**src/hdl/pulse_port_pkg.sv**
```systemverilog
// Shared constants and types of the pulse counter port logic
package pulse_port_pkg;

   // Bus address layout
   localparam int PORT_LSB = 12;
   localparam int STATUS_BIT = 15;
   localparam logic [2:0] PORT_DISPLAY = 3'h0;
   localparam logic [2:0] PORT_INTERVAL = 3'h1;
   localparam logic [2:0] PORT_CONTROL = 3'h2;
   localparam logic [2:0] PORT_SWITCH = 3'h3;

   // Channel control strobe codes
   localparam logic [2:0] CTRL_CLEAR_A = 3'h0;
   localparam logic [2:0] CTRL_START_A = 3'h1;
   localparam logic [2:0] CTRL_CLEAR_B = 3'h2;
   localparam logic [2:0] CTRL_START_B = 3'h3;

   // Interval counter registers
   localparam logic [1:0] IC_COUNT_A = 2'h0;
   localparam logic [1:0] IC_COUNT_B = 2'h1;
   localparam logic [1:0] IC_TIMEBASE = 2'h2;
   localparam logic [1:0] IC_CONTROL = 2'h3;
   localparam logic [7:0] IC_COUNT_RST = 8'h00;
   localparam logic [7:0] IC_TIMEBASE_RST = 8'hFF;
   localparam logic [7:0] IC_CONTROL_RST = 8'h01;
   localparam int IC_RUN_BIT = 0;

   // Parallel input port registers
   localparam logic [1:0] PIO_LOW = 2'h0;
   localparam logic [1:0] PIO_MID = 2'h1;
   localparam logic [1:0] PIO_HIGH = 2'h2;
   localparam logic [7:0] PIO_MODE_ALL_IN = 8'hFF;

   // Status and switch byte fields
   localparam int STAT_EN_A = 0;
   localparam int STAT_EN_B = 1;
   localparam int STAT_RATE_A = 2;
   localparam int STAT_RATE_B = 3;
   localparam int SW_INC = 0;
   localparam int SW_DEC = 1;
   localparam int SW_SEL = 2;
   localparam int SW_ROT_LSB = 3;
   localparam int SW_EXC = 7;

   // Display access settle time
   localparam int CLK_PERIOD_PS = 5000;
   localparam int DISPLAY_SETTLE_NS = 20;
   localparam int DISPLAY_WAIT_CYC = (DISPLAY_SETTLE_NS * 1000 + CLK_PERIOD_PS - 1) / CLK_PERIOD_PS;

   typedef enum logic [2:0] {
      ST_IDLE = 3'b001,
      ST_SEL = 3'b010,
      ST_ACK = 3'b100
   } bus_state_t;

endpackage : pulse_port_pkg

```
**src/hdl/sync2.sv**
```systemverilog
// Two-flop synchroniser for pin inputs
`timescale 1ns/1ps
module sync2 #(
   parameter int WIDTH = 1
) (
   // Clock and reset
   input wire logic ref_clk,
   input wire logic rst_b,
   // Data
   input wire logic [WIDTH-1:0] async_in,
   output logic [WIDTH-1:0] sync_q
);

   typedef struct packed {
      logic [WIDTH-1:0] meta;
      logic [WIDTH-1:0] sync;
   } sync_regs_t;

   sync_regs_t q;
   sync_regs_t d;

   // First stage feeds only the second
   always_comb begin
      d.meta = async_in;
      d.sync = q.meta;
   end

   always_ff @(posedge ref_clk) begin
      if (!rst_b) begin
         q <= '0;
      end else begin
         q <= d;
      end
   end

   assign sync_q = q.sync;

endmodule : sync2

```
**src/hdl/pulse_channel.sv**
```systemverilog
// Two cascaded counter stages of one pulse channel
`timescale 1ns/1ps
module pulse_channel #(
   parameter int STAGE_W = 12
) (
   // Clock and reset
   input wire logic ref_clk,
   input wire logic rst_b,
   // Count control
   input wire logic step,
   input wire logic clear,
   output logic [2*STAGE_W-1:0] count_q
);

   typedef struct packed {
      logic [STAGE_W-1:0] hi;
      logic [STAGE_W-1:0] lo;
   } chan_regs_t;

   chan_regs_t q;
   chan_regs_t d;

   always_comb begin
      d = q;
      if (clear) begin
         d = '0;
      end else if (step) begin
         d.lo = q.lo + STAGE_W'(1);
         // Carry on falling top bit of first stage
         if (q.lo[STAGE_W-1] && !d.lo[STAGE_W-1]) begin
            d.hi = q.hi + STAGE_W'(1);
         end
      end
   end

   always_ff @(posedge ref_clk) begin
      if (!rst_b) begin
         q <= '0;
      end else begin
         q <= d;
      end
   end

   assign count_q = {q.hi, q.lo};
endmodule : pulse_channel

```
**src/hdl/pulse_counter_port_logic.sv**
```systemverilog
// Port decode, control latches and counters of the four-channel pulse input board
//
// Summary of operation
// Port select low decodes one of eight selects
// Code 000 reaches display registers by A05-A00
// Code 001 reaches interval counters and control
// Code 010 yields exactly one control strobe
// Clear zeros pair counters, start enables counting
// Code 011 reads buttons, rotary, excitation status
// Codes 100-111 reach per-channel input ports
// Port reads give both counter stages bytewise
// Status reads count-enable and rate bits per pair
// Processor ignores count-enable in accumulate mode
// Inverted pulse: trailing edge advances count
// Rate mode: count-enable gates both pair channels
// Rate mode: clear resets all pair counters
// Load interval, clear, then start sets latch
// Interval expiry clears latch, count-enable low
// Processor reads counts after count-enable drops
// Accumulate: rate bit low, clear disabled, ungated
// First stage wrap increments second stage
// Processor reads running totals without clearing
// Processor programs interval from tuning parameters
// One mode switch per pair selects operation
// Selects idle when deselected; strobes one access
//
// Implementation choices: the register offsets and the Avalon-MM interface to the registers.
`timescale 1ns/1ps
module pulse_counter_port_logic #(
   parameter int STAGE_W = 12
) (
   // Clock and reset
   input wire logic ref_clk,
   input wire logic rst_b,
   // Avalon-MM slave
   input wire logic [15:0] address,
   input wire logic read,
   input wire logic write,
   input wire logic [7:0] writedata,
   output logic [7:0] readdata,
   output logic waitrequest,
   // Field pulses and front panel
   input wire logic [3:0] pulse_in,
   input wire logic pair_a_mode_switch,
   input wire logic pair_b_mode_switch,
   input wire logic increment_button,
   input wire logic decrement_button,
   input wire logic select_button,
   input wire logic [3:0] rotary_selector,
   input wire logic excitation_ok,
   // Display device
   input wire logic [7:0] display_rdata,
   output logic port_select_n,
   output logic [7:0] chip_select_n,
   output logic [5:0] io_addr,
   output logic [7:0] io_wdata,
   output logic io_write,
   output logic io_read,
   // Pair count enables
   output logic pair_a_count_enable,
   output logic pair_b_count_enable
);

   typedef struct packed {
      pulse_port_pkg::bus_state_t state;
      logic [2:0] wait_cnt;
      logic [15:0] addr;
      logic [7:0] wdata;
      logic is_write;
      logic waitreq;
      logic [7:0] rdata;
      logic port_sel_n;
      logic [7:0] cs_n;
      logic io_we;
      logic io_re;
      logic [1:0] en;
      logic [1:0] clr;
      logic [1:0] start;
      logic [7:0] ic_cnt_a;
      logic [7:0] ic_cnt_b;
      logic [7:0] ic_tb;
      logic [7:0] ic_ctrl;
      logic [7:0] tick_cnt;
      logic [3:0] pulse_prev;
   } regs_t;

   localparam regs_t REGS_RST = '{
      state: pulse_port_pkg::ST_IDLE,
      wait_cnt: 3'h0,
      addr: 16'h0000,
      wdata: 8'h00,
      is_write: 1'b0,
      waitreq: 1'b1,
      rdata: 8'h00,
      port_sel_n: 1'b1,
      cs_n: 8'hFF,
      io_we: 1'b0,
      io_re: 1'b0,
      en: 2'h0,
      clr: 2'h0,
      start: 2'h0,
      ic_cnt_a: pulse_port_pkg::IC_COUNT_RST,
      ic_cnt_b: pulse_port_pkg::IC_COUNT_RST,
      ic_tb: pulse_port_pkg::IC_TIMEBASE_RST,
      ic_ctrl: pulse_port_pkg::IC_CONTROL_RST,
      tick_cnt: pulse_port_pkg::IC_TIMEBASE_RST,
      pulse_prev: 4'h0
   };

   regs_t q;
   regs_t d;

   logic [3:0] pulse_s;
   logic [1:0] rate_s;
   logic [2:0] button_s;
   logic [3:0] rotary_s;
   logic exc_s;
   logic [7:0] disp_s;
   logic [3:0] step;
   logic [3:0] chan_clear;
   logic [2*STAGE_W-1:0] count [4];
   logic tick;
   logic req_go;
   logic is_display;
   localparam logic [2:0] DISP_LAST = 3'(pulse_port_pkg::DISPLAY_WAIT_CYC - 1);

   function automatic logic [7:0] count_byte(input logic [2*STAGE_W-1:0] cnt,
                                             input logic [1:0] sel);
      logic [23:0] wide;
      wide = 24'(cnt);
      unique case (sel)
         pulse_port_pkg::PIO_LOW: count_byte = wide[7:0];
         pulse_port_pkg::PIO_MID: count_byte = wide[15:8];
         pulse_port_pkg::PIO_HIGH: count_byte = wide[23:16];
         default: count_byte = pulse_port_pkg::PIO_MODE_ALL_IN;
      endcase
   endfunction : count_byte

   function automatic logic [2:0] port_code(input logic [15:0] a);
      port_code = a[pulse_port_pkg::PORT_LSB +: 3];
   endfunction : port_code

   // All pins pass two flops before use
   sync2 #(
      .WIDTH(22)
   ) pin_sync (
      .ref_clk(ref_clk),
      .rst_b(rst_b),
      .async_in({pulse_in, pair_b_mode_switch, pair_a_mode_switch,
                 select_button, decrement_button, increment_button,
                 rotary_selector, excitation_ok, display_rdata}),
      .sync_q({pulse_s, rate_s, button_s, rotary_s, exc_s, disp_s})
   );

   // Trailing edge counts; rate mode gates by pair enable
   always_comb begin
      for (int i = 0; i < 4; i++) begin
         step[i] = q.pulse_prev[i] && !pulse_s[i]
                   && (!rate_s[i/2] || q.en[i/2]);
         chan_clear[i] = q.clr[i/2] && rate_s[i/2];
      end
   end

   for (genvar g = 0; g < 4; g++) begin : g_chan
      pulse_channel #(
         .STAGE_W(STAGE_W)
      ) chan (
         .ref_clk(ref_clk),
         .rst_b(rst_b),
         .step(step[g]),
         .clear(chan_clear[g]),
         .count_q(count[g])
      );
   end

   assign tick = q.ic_ctrl[pulse_port_pkg::IC_RUN_BIT] && q.tick_cnt == 8'h00;
   assign req_go = q.state == pulse_port_pkg::ST_IDLE && (read || write);
   assign is_display = !q.addr[pulse_port_pkg::STATUS_BIT]
                       && port_code(q.addr) == pulse_port_pkg::PORT_DISPLAY;

   always_comb begin
      d = q;
      d.clr = 2'h0;
      d.start = 2'h0;
      d.pulse_prev = pulse_s;

      // Shared timebase for the interval counters
      if (!q.ic_ctrl[pulse_port_pkg::IC_RUN_BIT] || tick) begin
         d.tick_cnt = q.ic_tb;
      end else begin
         d.tick_cnt = q.tick_cnt - 8'h01;
      end

      // Interval runs only while the latch is set
      if (q.en[0] && tick && q.ic_cnt_a != 8'h00) begin
         d.ic_cnt_a = q.ic_cnt_a - 8'h01;
      end
      if (q.en[1] && tick && q.ic_cnt_b != 8'h00) begin
         d.ic_cnt_b = q.ic_cnt_b - 8'h01;
      end
      // Expiry clears the latch; a start in the same cycle wins
      if (q.en[0] && q.ic_cnt_a == 8'h00) begin
         d.en[0] = 1'b0;
      end
      if (q.en[1] && q.ic_cnt_b == 8'h00) begin
         d.en[1] = 1'b0;
      end
      if (q.start[0]) begin
         d.en[0] = 1'b1;
      end
      if (q.start[1]) begin
         d.en[1] = 1'b1;
      end

      unique case (q.state)
         pulse_port_pkg::ST_IDLE: begin
            d.waitreq = 1'b1;
            if (req_go) begin
               d.state = pulse_port_pkg::ST_SEL;
               d.addr = address;
               d.wdata = writedata;
               d.is_write = write;
               d.wait_cnt = 3'h0;
               // Status port lives outside the select decode
               if (!address[pulse_port_pkg::STATUS_BIT]) begin
                  d.port_sel_n = 1'b0;
                  d.cs_n = ~(8'h01 << port_code(address));
                  d.io_we = write;
                  d.io_re = read;
               end
            end
         end
         pulse_port_pkg::ST_SEL: begin
            // Display data crosses two flops; keep it selected until settled
            if (is_display && q.wait_cnt != DISP_LAST) begin
               d.wait_cnt = q.wait_cnt + 3'h1;
            end else begin
               d.state = pulse_port_pkg::ST_ACK;
               d.waitreq = 1'b0;
               d.port_sel_n = 1'b1;
               d.cs_n = 8'hFF;
               d.io_we = 1'b0;
               d.io_re = 1'b0;
               d.rdata = 8'h00;
               if (q.addr[pulse_port_pkg::STATUS_BIT]) begin
                  d.rdata[pulse_port_pkg::STAT_EN_A] = q.en[0];
                  d.rdata[pulse_port_pkg::STAT_EN_B] = q.en[1];
                  d.rdata[pulse_port_pkg::STAT_RATE_A] = rate_s[0];
                  d.rdata[pulse_port_pkg::STAT_RATE_B] = rate_s[1];
               end else begin
                  unique case (port_code(q.addr))
                     pulse_port_pkg::PORT_DISPLAY: begin
                        d.rdata = disp_s;
                     end
                     pulse_port_pkg::PORT_INTERVAL: begin
                        unique case (q.addr[1:0])
                           pulse_port_pkg::IC_COUNT_A: begin
                              d.rdata = q.ic_cnt_a;
                              if (q.is_write) begin
                                 d.ic_cnt_a = q.wdata;
                              end
                           end
                           pulse_port_pkg::IC_COUNT_B: begin
                              d.rdata = q.ic_cnt_b;
                              if (q.is_write) begin
                                 d.ic_cnt_b = q.wdata;
                              end
                           end
                           pulse_port_pkg::IC_TIMEBASE: begin
                              d.rdata = q.ic_tb;
                              if (q.is_write) begin
                                 d.ic_tb = q.wdata;
                              end
                           end
                           pulse_port_pkg::IC_CONTROL: begin
                              d.rdata = q.ic_ctrl;
                              if (q.is_write) begin
                                 d.ic_ctrl = q.wdata;
                              end
                           end
                        endcase
                     end
                     pulse_port_pkg::PORT_CONTROL: begin
                        // Any access to codes 0-3 fires its one strobe, read or write
                        if (q.addr[2:0] == pulse_port_pkg::CTRL_CLEAR_A) begin
                           d.clr[0] = 1'b1;
                        end
                        if (q.addr[2:0] == pulse_port_pkg::CTRL_START_A) begin
                           d.start[0] = 1'b1;
                        end
                        if (q.addr[2:0] == pulse_port_pkg::CTRL_CLEAR_B) begin
                           d.clr[1] = 1'b1;
                        end
                        if (q.addr[2:0] == pulse_port_pkg::CTRL_START_B) begin
                           d.start[1] = 1'b1;
                        end
                     end
                     pulse_port_pkg::PORT_SWITCH: begin
                        d.rdata[pulse_port_pkg::SW_INC] = button_s[0];
                        d.rdata[pulse_port_pkg::SW_DEC] = button_s[1];
                        d.rdata[pulse_port_pkg::SW_SEL] = button_s[2];
                        d.rdata[pulse_port_pkg::SW_ROT_LSB +: 4] = rotary_s;
                        d.rdata[pulse_port_pkg::SW_EXC] = exc_s;
                     end
                     default: begin
                        d.rdata = count_byte(count[q.addr[pulse_port_pkg::PORT_LSB +: 2]],
                                             q.addr[1:0]);
                     end
                  endcase
               end
            end
         end
         pulse_port_pkg::ST_ACK: begin
            // Answer stands one cycle; the master releases at its edge
            d.state = pulse_port_pkg::ST_IDLE;
            d.waitreq = 1'b1;
         end
         default: begin
            d = REGS_RST;
         end
      endcase
   end

   always_ff @(posedge ref_clk) begin
      if (!rst_b) begin
         q <= REGS_RST;
      end else begin
         q <= d;
      end
   end

   assign readdata = q.rdata;
   assign waitrequest = q.waitreq;
   assign port_select_n = q.port_sel_n;
   assign chip_select_n = q.cs_n;
   assign io_addr = q.addr[5:0];
   assign io_wdata = q.wdata;
   assign io_write = q.io_we;
   assign io_read = q.io_re;
   assign pair_a_count_enable = q.en[0];
   assign pair_b_count_enable = q.en[1];
endmodule : pulse_counter_port_logic

```
**config.mk**
```make
export PLATFORM = sky130hd
export DESIGN_NAME = pulse_counter_port_logic
export DESIGN_NICKNAME = d
export VERILOG_FILES = /design/src/hdl/pulse_port_pkg.sv /design/src/hdl/sync2.sv /design/src/hdl/pulse_channel.sv /design/src/hdl/pulse_counter_port_logic.sv
export SDC_FILE = /design/constraint.sdc
export NUM_CORES = 1
export LEC_CHECK = 0
export BUFFER_PORTS_ARGS = -buffer_cell sky130_fd_sc_hd__buf_2
export CAP_MARGIN = 20
export CORE_ASPECT_RATIO = 1.5
export CORE_MARGIN = 5
export CORE_UTILIZATION = 63
export CTS_BUF_LIST = sky130_fd_sc_hd__clkbuf_8
export CTS_CLUSTER_DIAMETER = 80
export DETAILED_ROUTE_END_ITERATION = 6
export GPL_TIMING_DRIVEN = 0
export PLACE_DENSITY = 0.83
export RECOVER_POWER = 50
export SLEW_MARGIN = 20
export SYNTH_ARGS = -nofsm -noshare
export SYNTH_HDL_FRONTEND = slang
export SYNTH_HIERARCHICAL = 1
export SYNTH_SLANG_ARGS = --single-unit
```
**constraint.sdc**
```tcl
create_clock -name ref_clk -period 2.16 [get_ports ref_clk]
set_input_delay 0.432 -clock ref_clk [delete_from_list [all_inputs] [get_ports ref_clk]]
set_output_delay 0.432 -clock ref_clk [all_outputs]
set_load 0.005 [all_outputs]
```
After elaboration in Yosys (flattened, before gate mapping)
Index checks and enable logic that the tools add are counted.
Storage, ports and cells
  register bits: 241
  input bits: 50
  output and inout port bits: 36
  logic and storage cells: 183
Cells by class
  add/sub/neg operators: 12
  order comparisons: 1
  equality and inequality tests: 22
  shift operators: 1
  mux-type cells: 42
  bitwise gates (word level): 6
  reduce and logical (&&, ||, !) cells: 68
Operator list (count)
  adder 12 x 1 -> 12 bit, second input constant: 8
  two-way mux 8 bit: 10
  two-way mux 36 bit: 2
  case mux 36 bit (2 select lines): 1
  case mux 8 bit (4 select lines): 2
  case mux 25 bit (2 select lines): 1
  binary-select mux 24 bit (select 2 bit): 1
  two-way mux 24 bit: 2
  case mux 11 bit (3 select lines): 1
  two-way mux 32 bit: 1
  two-way mux 31 bit: 1
  logical AND 1 bit: 24
  zero test 8 bit: 3
  case mux 8 bit (3 select lines): 1
  subtractor 8 x 1 -> 8 bit, second input constant: 3
  two-way mux 11 bit: 2
  two-way mux 19 bit: 1
  AND reduction 2 bit: 9
  case mux 8 bit (2 select lines): 1
  nonzero test 8 bit: 2
  == test 3 x 2 -> 1 bit, second input constant: 5
  zero test 1 bit: 12
  two-way mux 4 bit: 3
  inequality test 2 bit, second input constant: 6
  25 further kinds: 50

Depth between registers and ports, before layout
  depth after elaboration: 11
  mapped depth: 8
  depth with buffers taken out: 7

Hierarchy
Netlist, hierarchy kept.
Modules (own cells, without submodules)
  pulse_counter_port_logic: times used 1, cells each 660, area each 5743.0 um^2, seq. area each 1901.8 um^2
  pulse_channel (g_chan[0].chan ...): times used 3, cells each 125, area each 1134.8 um^2, seq. area each 480.5 um^2
  sync2: times used 1, cells each 92, area each 1231.2 um^2, seq. area each 880.8 um^2
  pulse_channel (g_chan[3].chan): times used 1, cells each 132, area each 1148.6 um^2, seq. area each 480.5 um^2

Worst setup path before layout
No wires, ideal clock.
  kind: register to register
  start: register q[95] (netlist bit)
  end: register q, in the netlist chip_select_n[0]
  library setup time: 131 ps
  data arrival time: 1816 ps
  data required time: 2029 ps
  slack: 213 ps
  cell stages (with the launch flop): 9
  path buffers: 1
  period minus slack after synthesis: 1947 ps
  path through: dfxtp_1 ha_1 ha_1 or2_2 or3_1 o221a_1 buf_2 nor2_1 o21ai_1
Between the ends
  longest elaborated chain between the ends: 4
RTL lines
  from (decl): line pulse_counter_port_logic.sv:110  | regs_t q;
  from (signal assigned): line pulse_counter_port_logic.sv:326  | q <= REGS_RST;
  from (signal assigned): line pulse_counter_port_logic.sv:328  | q <= d;
  inequality test 3 x 2 -> 1 bit: line pulse_counter_port_logic.sv:235  | if (is_display && q.wait_cnt != DISP_LAST) begin
  logical AND 1 bit: line pulse_counter_port_logic.sv:235
  inequality test 2 bit (no source line)
  AND reduction 4 bit (no source line)
Every way passes these cells.
A chain may end at the register's enable or synchronous reset.

Worst setup path after layout
  start: register q[91] (netlist bit)
  end: register q, in the netlist readdata[1]
Between the ends
  longest elaborated chain between the ends: 9
  elaborated cells between the ends (all ways): 17
  classes of those cells: 4 x eq/ne; 8 x mux; 1 x bitwise; 4 x reduce/logical
RTL lines
  NOT 2 -> 3 bit (implied by the code): line pulse_counter_port_logic.sv:306  | d.rdata = count_byte(count[q.addr[pulse_port_pkg::PORT_LSB +: 2]],
  binary-select mux 24 bit (select 2 bit): line pulse_counter_port_logic.sv:306
  two-way mux 24 bit (implied by the code) (2 in a row): line pulse_counter_port_logic.sv:306
  case mux 8 bit (3 select lines): line pulse_counter_port_logic.sv:131  | unique case (sel)
  case mux 8 bit (4 select lines): line pulse_counter_port_logic.sv:251  | unique case (port_code(q.addr))
  two-way mux 4 bit: line pulse_counter_port_logic.sv:245  | if (q.addr[pulse_port_pkg::STATUS_BIT]) begin
  two-way mux 19 bit: line pulse_counter_port_logic.sv:235
  case mux 8 bit (2 select lines): line pulse_counter_port_logic.sv:215  | unique case (q.state)
Several ways; a longest one is shown, not always the timed one. The select of a mux whose other input is x is not followed.

==> out/qor.csv <==
metric,value,unit
vias_per_cell,6.30,
violations,negative setup slack,
antenna_left,0,
groute.usage.overall,29.8,%
crit_path_start_kind,register,
fin_nets,1455,
fin_worst_skew,0.0215,ns
ys_types,70,
drv_slew,0,
period_share,100,%
cts.sinks,235,
first_pass_iters,6,
h-tree-depth,2,
endpoint_kind,register,
post-dp-hpwl,23700,um
netlist_area,11500,um^2
synth_seq_cells,235,
synth_seq_area_share,40.8,%
grt_max_degree,18,
fin_setup_tns,-0.00929,ns
gp_congestion,0.949,
antenna_cells,0,
synth.most_common_cell,dfxtp_1,
synth-main-ff-cell,dfxtp_1,
grt-ovfl-total,0,
yosysWarnings,6,
yosysTopAreaCellShare,40.8,%
clock_latency,0.55,ns
drv_cap,0,
worstPathArrival,2.60,ns
ys_async_sr_fraction,0,%
initial_core_util,64.2,%
port_buffers,79,
crit_fanout,10,
fmaxAchievable,461,MHz
hold_viol,0,
synthTopCellsByArea,"dfxtp_1, mux2i_1, mux4_2, nand2_1, a21oi_1",
rows,60,
clock_path_buffers,3,
rsz0062_at_grt,yes,
synth_area_per_cell,9.16,um^2
slew_headroom,57.0,%
worst_slack,-0.00929,ns
die_h,176,um
drt_iter0_drc,837,
ir_worst_vdd,0.669,mV
pre_cts_slack,-0.519,ns
status,finished with violations,
wl_per_cell,20.1,um
worst_pin_slew,0.640,ns
cts-root-buf,clkbuf_8,
grt_pass1_wl,50800,um
synth_common_cells,"dfxtp_1, nand2_1, a21oi_1",
ios,86,
drive_gt1_share,26.9,%
route.detailed.drc,0,
pwr_density_cell,721,nW/um^2
dr_total_vias,10264,
yosys.area.top_type,dfxtp_1,
criticalPathCategory,register to register,
cts_made_buffers,39,
grt_pass1_vias,9931,
finalSetupViolCount,1,
antenna_found_initial,0,
period_minus_slack,2.17,ns
die_area,21200,um^2
routed_wl,32700,um
cts.clk_slew.worst_paths,0.06,ns
cts_tree,done,
synthToLayoutAreaGrowth,16.0,%
syn_nets,1328,
coreArea,17900,um^2
crit_required,2.59,ns
utilization,74.5,%
synth_enable_flop_cells,0,
hold_path.class,input pin to register,
fp.dieW,120,um
syn-instance-count,1259,
p_leak,5.02,nW
state kept, by name, summed over array words and instances, names as in the netlist:
register,flops
io_read,1
io_addr,6
pair_a_count_enable,1
chip_select_n,8
port_select_n,1
pair_b_count_enable,1
q,59
readdata,8
io_wdata,8
pin_sync/sync_q,22
io_write,1
pin_sync/d,22
g_chan.chan/count_q,96
waitrequest,1
critical path: stages, from the launching register on:
cell and delay, ns:
dfxtp_1 0.31, clkbuf_4 0.22, buf_6 0.20, buf_4 0.27, mux2i_2 0.40, a22oi_1 0.14, a21oi_1 0.16, o21ai_0 0.13
a22o_1 0.23
metal layers:
layer | wire length [um] | global-route usage, % | vias up
met5 | 0 | 0 | -
met4 | 2020 | 17.9 | 0
met2 | 16900 | 53.1 | 419
met3 | 1960 | 4.74 | 139
met1 | 11900 | 33.1 | 4898
li1 | - | - | 4808
cell families after synthesis:
logic type / synth area share [%]
mux: 9.23
flops: 40.8
buf+inv: 5.76
fa+ha+maj: 2.06
xor+xnor: 2.66
compound gates: 14.4
simple gates: 25.1
metrics by stage:
step	hold slack [ns]	std cells	power, mW	instance area, um^2
floorplan	0.420	1259	5.38	11500
global placement	0.430	1555	5.73	12200
detailed placement	0.434	1555	5.75	12200
CTS	0.0934	1622	9.63	13100
global route	0.0888	1628	9.99	13400
finish	0.114	1628	9.64	13400
power by group:
part | internal [mW] | switching [mW]
registers | 4.47 | 0.141
logic | 0.459 | 0.650
clock network | 2.14 | 1.78
worst paths after layout:
check	start	to	slack [ns]	cells past startpoint
worst min-delay path	pulse_in[2]	pin_sync/d[20]	0.11	2
worst min register to register	pin_sync/d[12]	pin_sync/sync_q[12]	0.44	1
worst max-delay path	q[91]	readdata[1]	-0.009	8
worst max register to register	q[91]	readdata[1]	-0.009	8
layout by cell type (no fill, tap or decap), drive strengths merged, types with 4 or more instances in the layout:
cell	synthesis	layout
ha	19	19
nor3	27	27
dfxtp	235	235
nand4	22	22
nor2	66	66
or3	22	22
nor2b	11	11
nand2	117	117
a221oi	12	12
o221ai	6	6
o21ai	67	67
inv	30	41
buf	62	148
mux4	20	20
a211oi	4	4
a22o	15	15
mux2i	50	50
and2	59	59
xnor2	14	14
nor3b	10	10
a21oi	79	79
xor2	21	21
a22oi	5	5
o31ai	29	29
nand3	68	68
o21a	14	14
nor4	25	25
o211ai	7	7
clkbuf	31	83
or3b	4	4
nand2b	27	27
and4	5	5
o22ai	6	6
or4	31	31
mux2	10	10
final cells by class:
| class | instances | area [um^2] |
|---|---|---|
| Multi-Input combinational cell | 900 | 6430 |
| Sequential cell | 235 | 4750 |
| Fill cell | 1319 | 4570 |
| Clock buffer | 52 | 716 |
| Buffer | 90 | 557 |
| Timing Repair Buffer | 89 | 468 |
| Tap cell | 217 | 272 |
| Inverter | 31 | 120 |
| Clock inverter | 14 | 63.8 |
repair_timing:
item / 4_1_cts / 5_1_grt
resized for setup: 22 / 76
pin swaps: 1 / 11
gates cloned: 0 / 1
setup endpoints to repair: 47 / 99
setup buffers: 1 / 8
hold buffers: 0 / 0
Note: power is estimated with default switching activity, not from simulation.
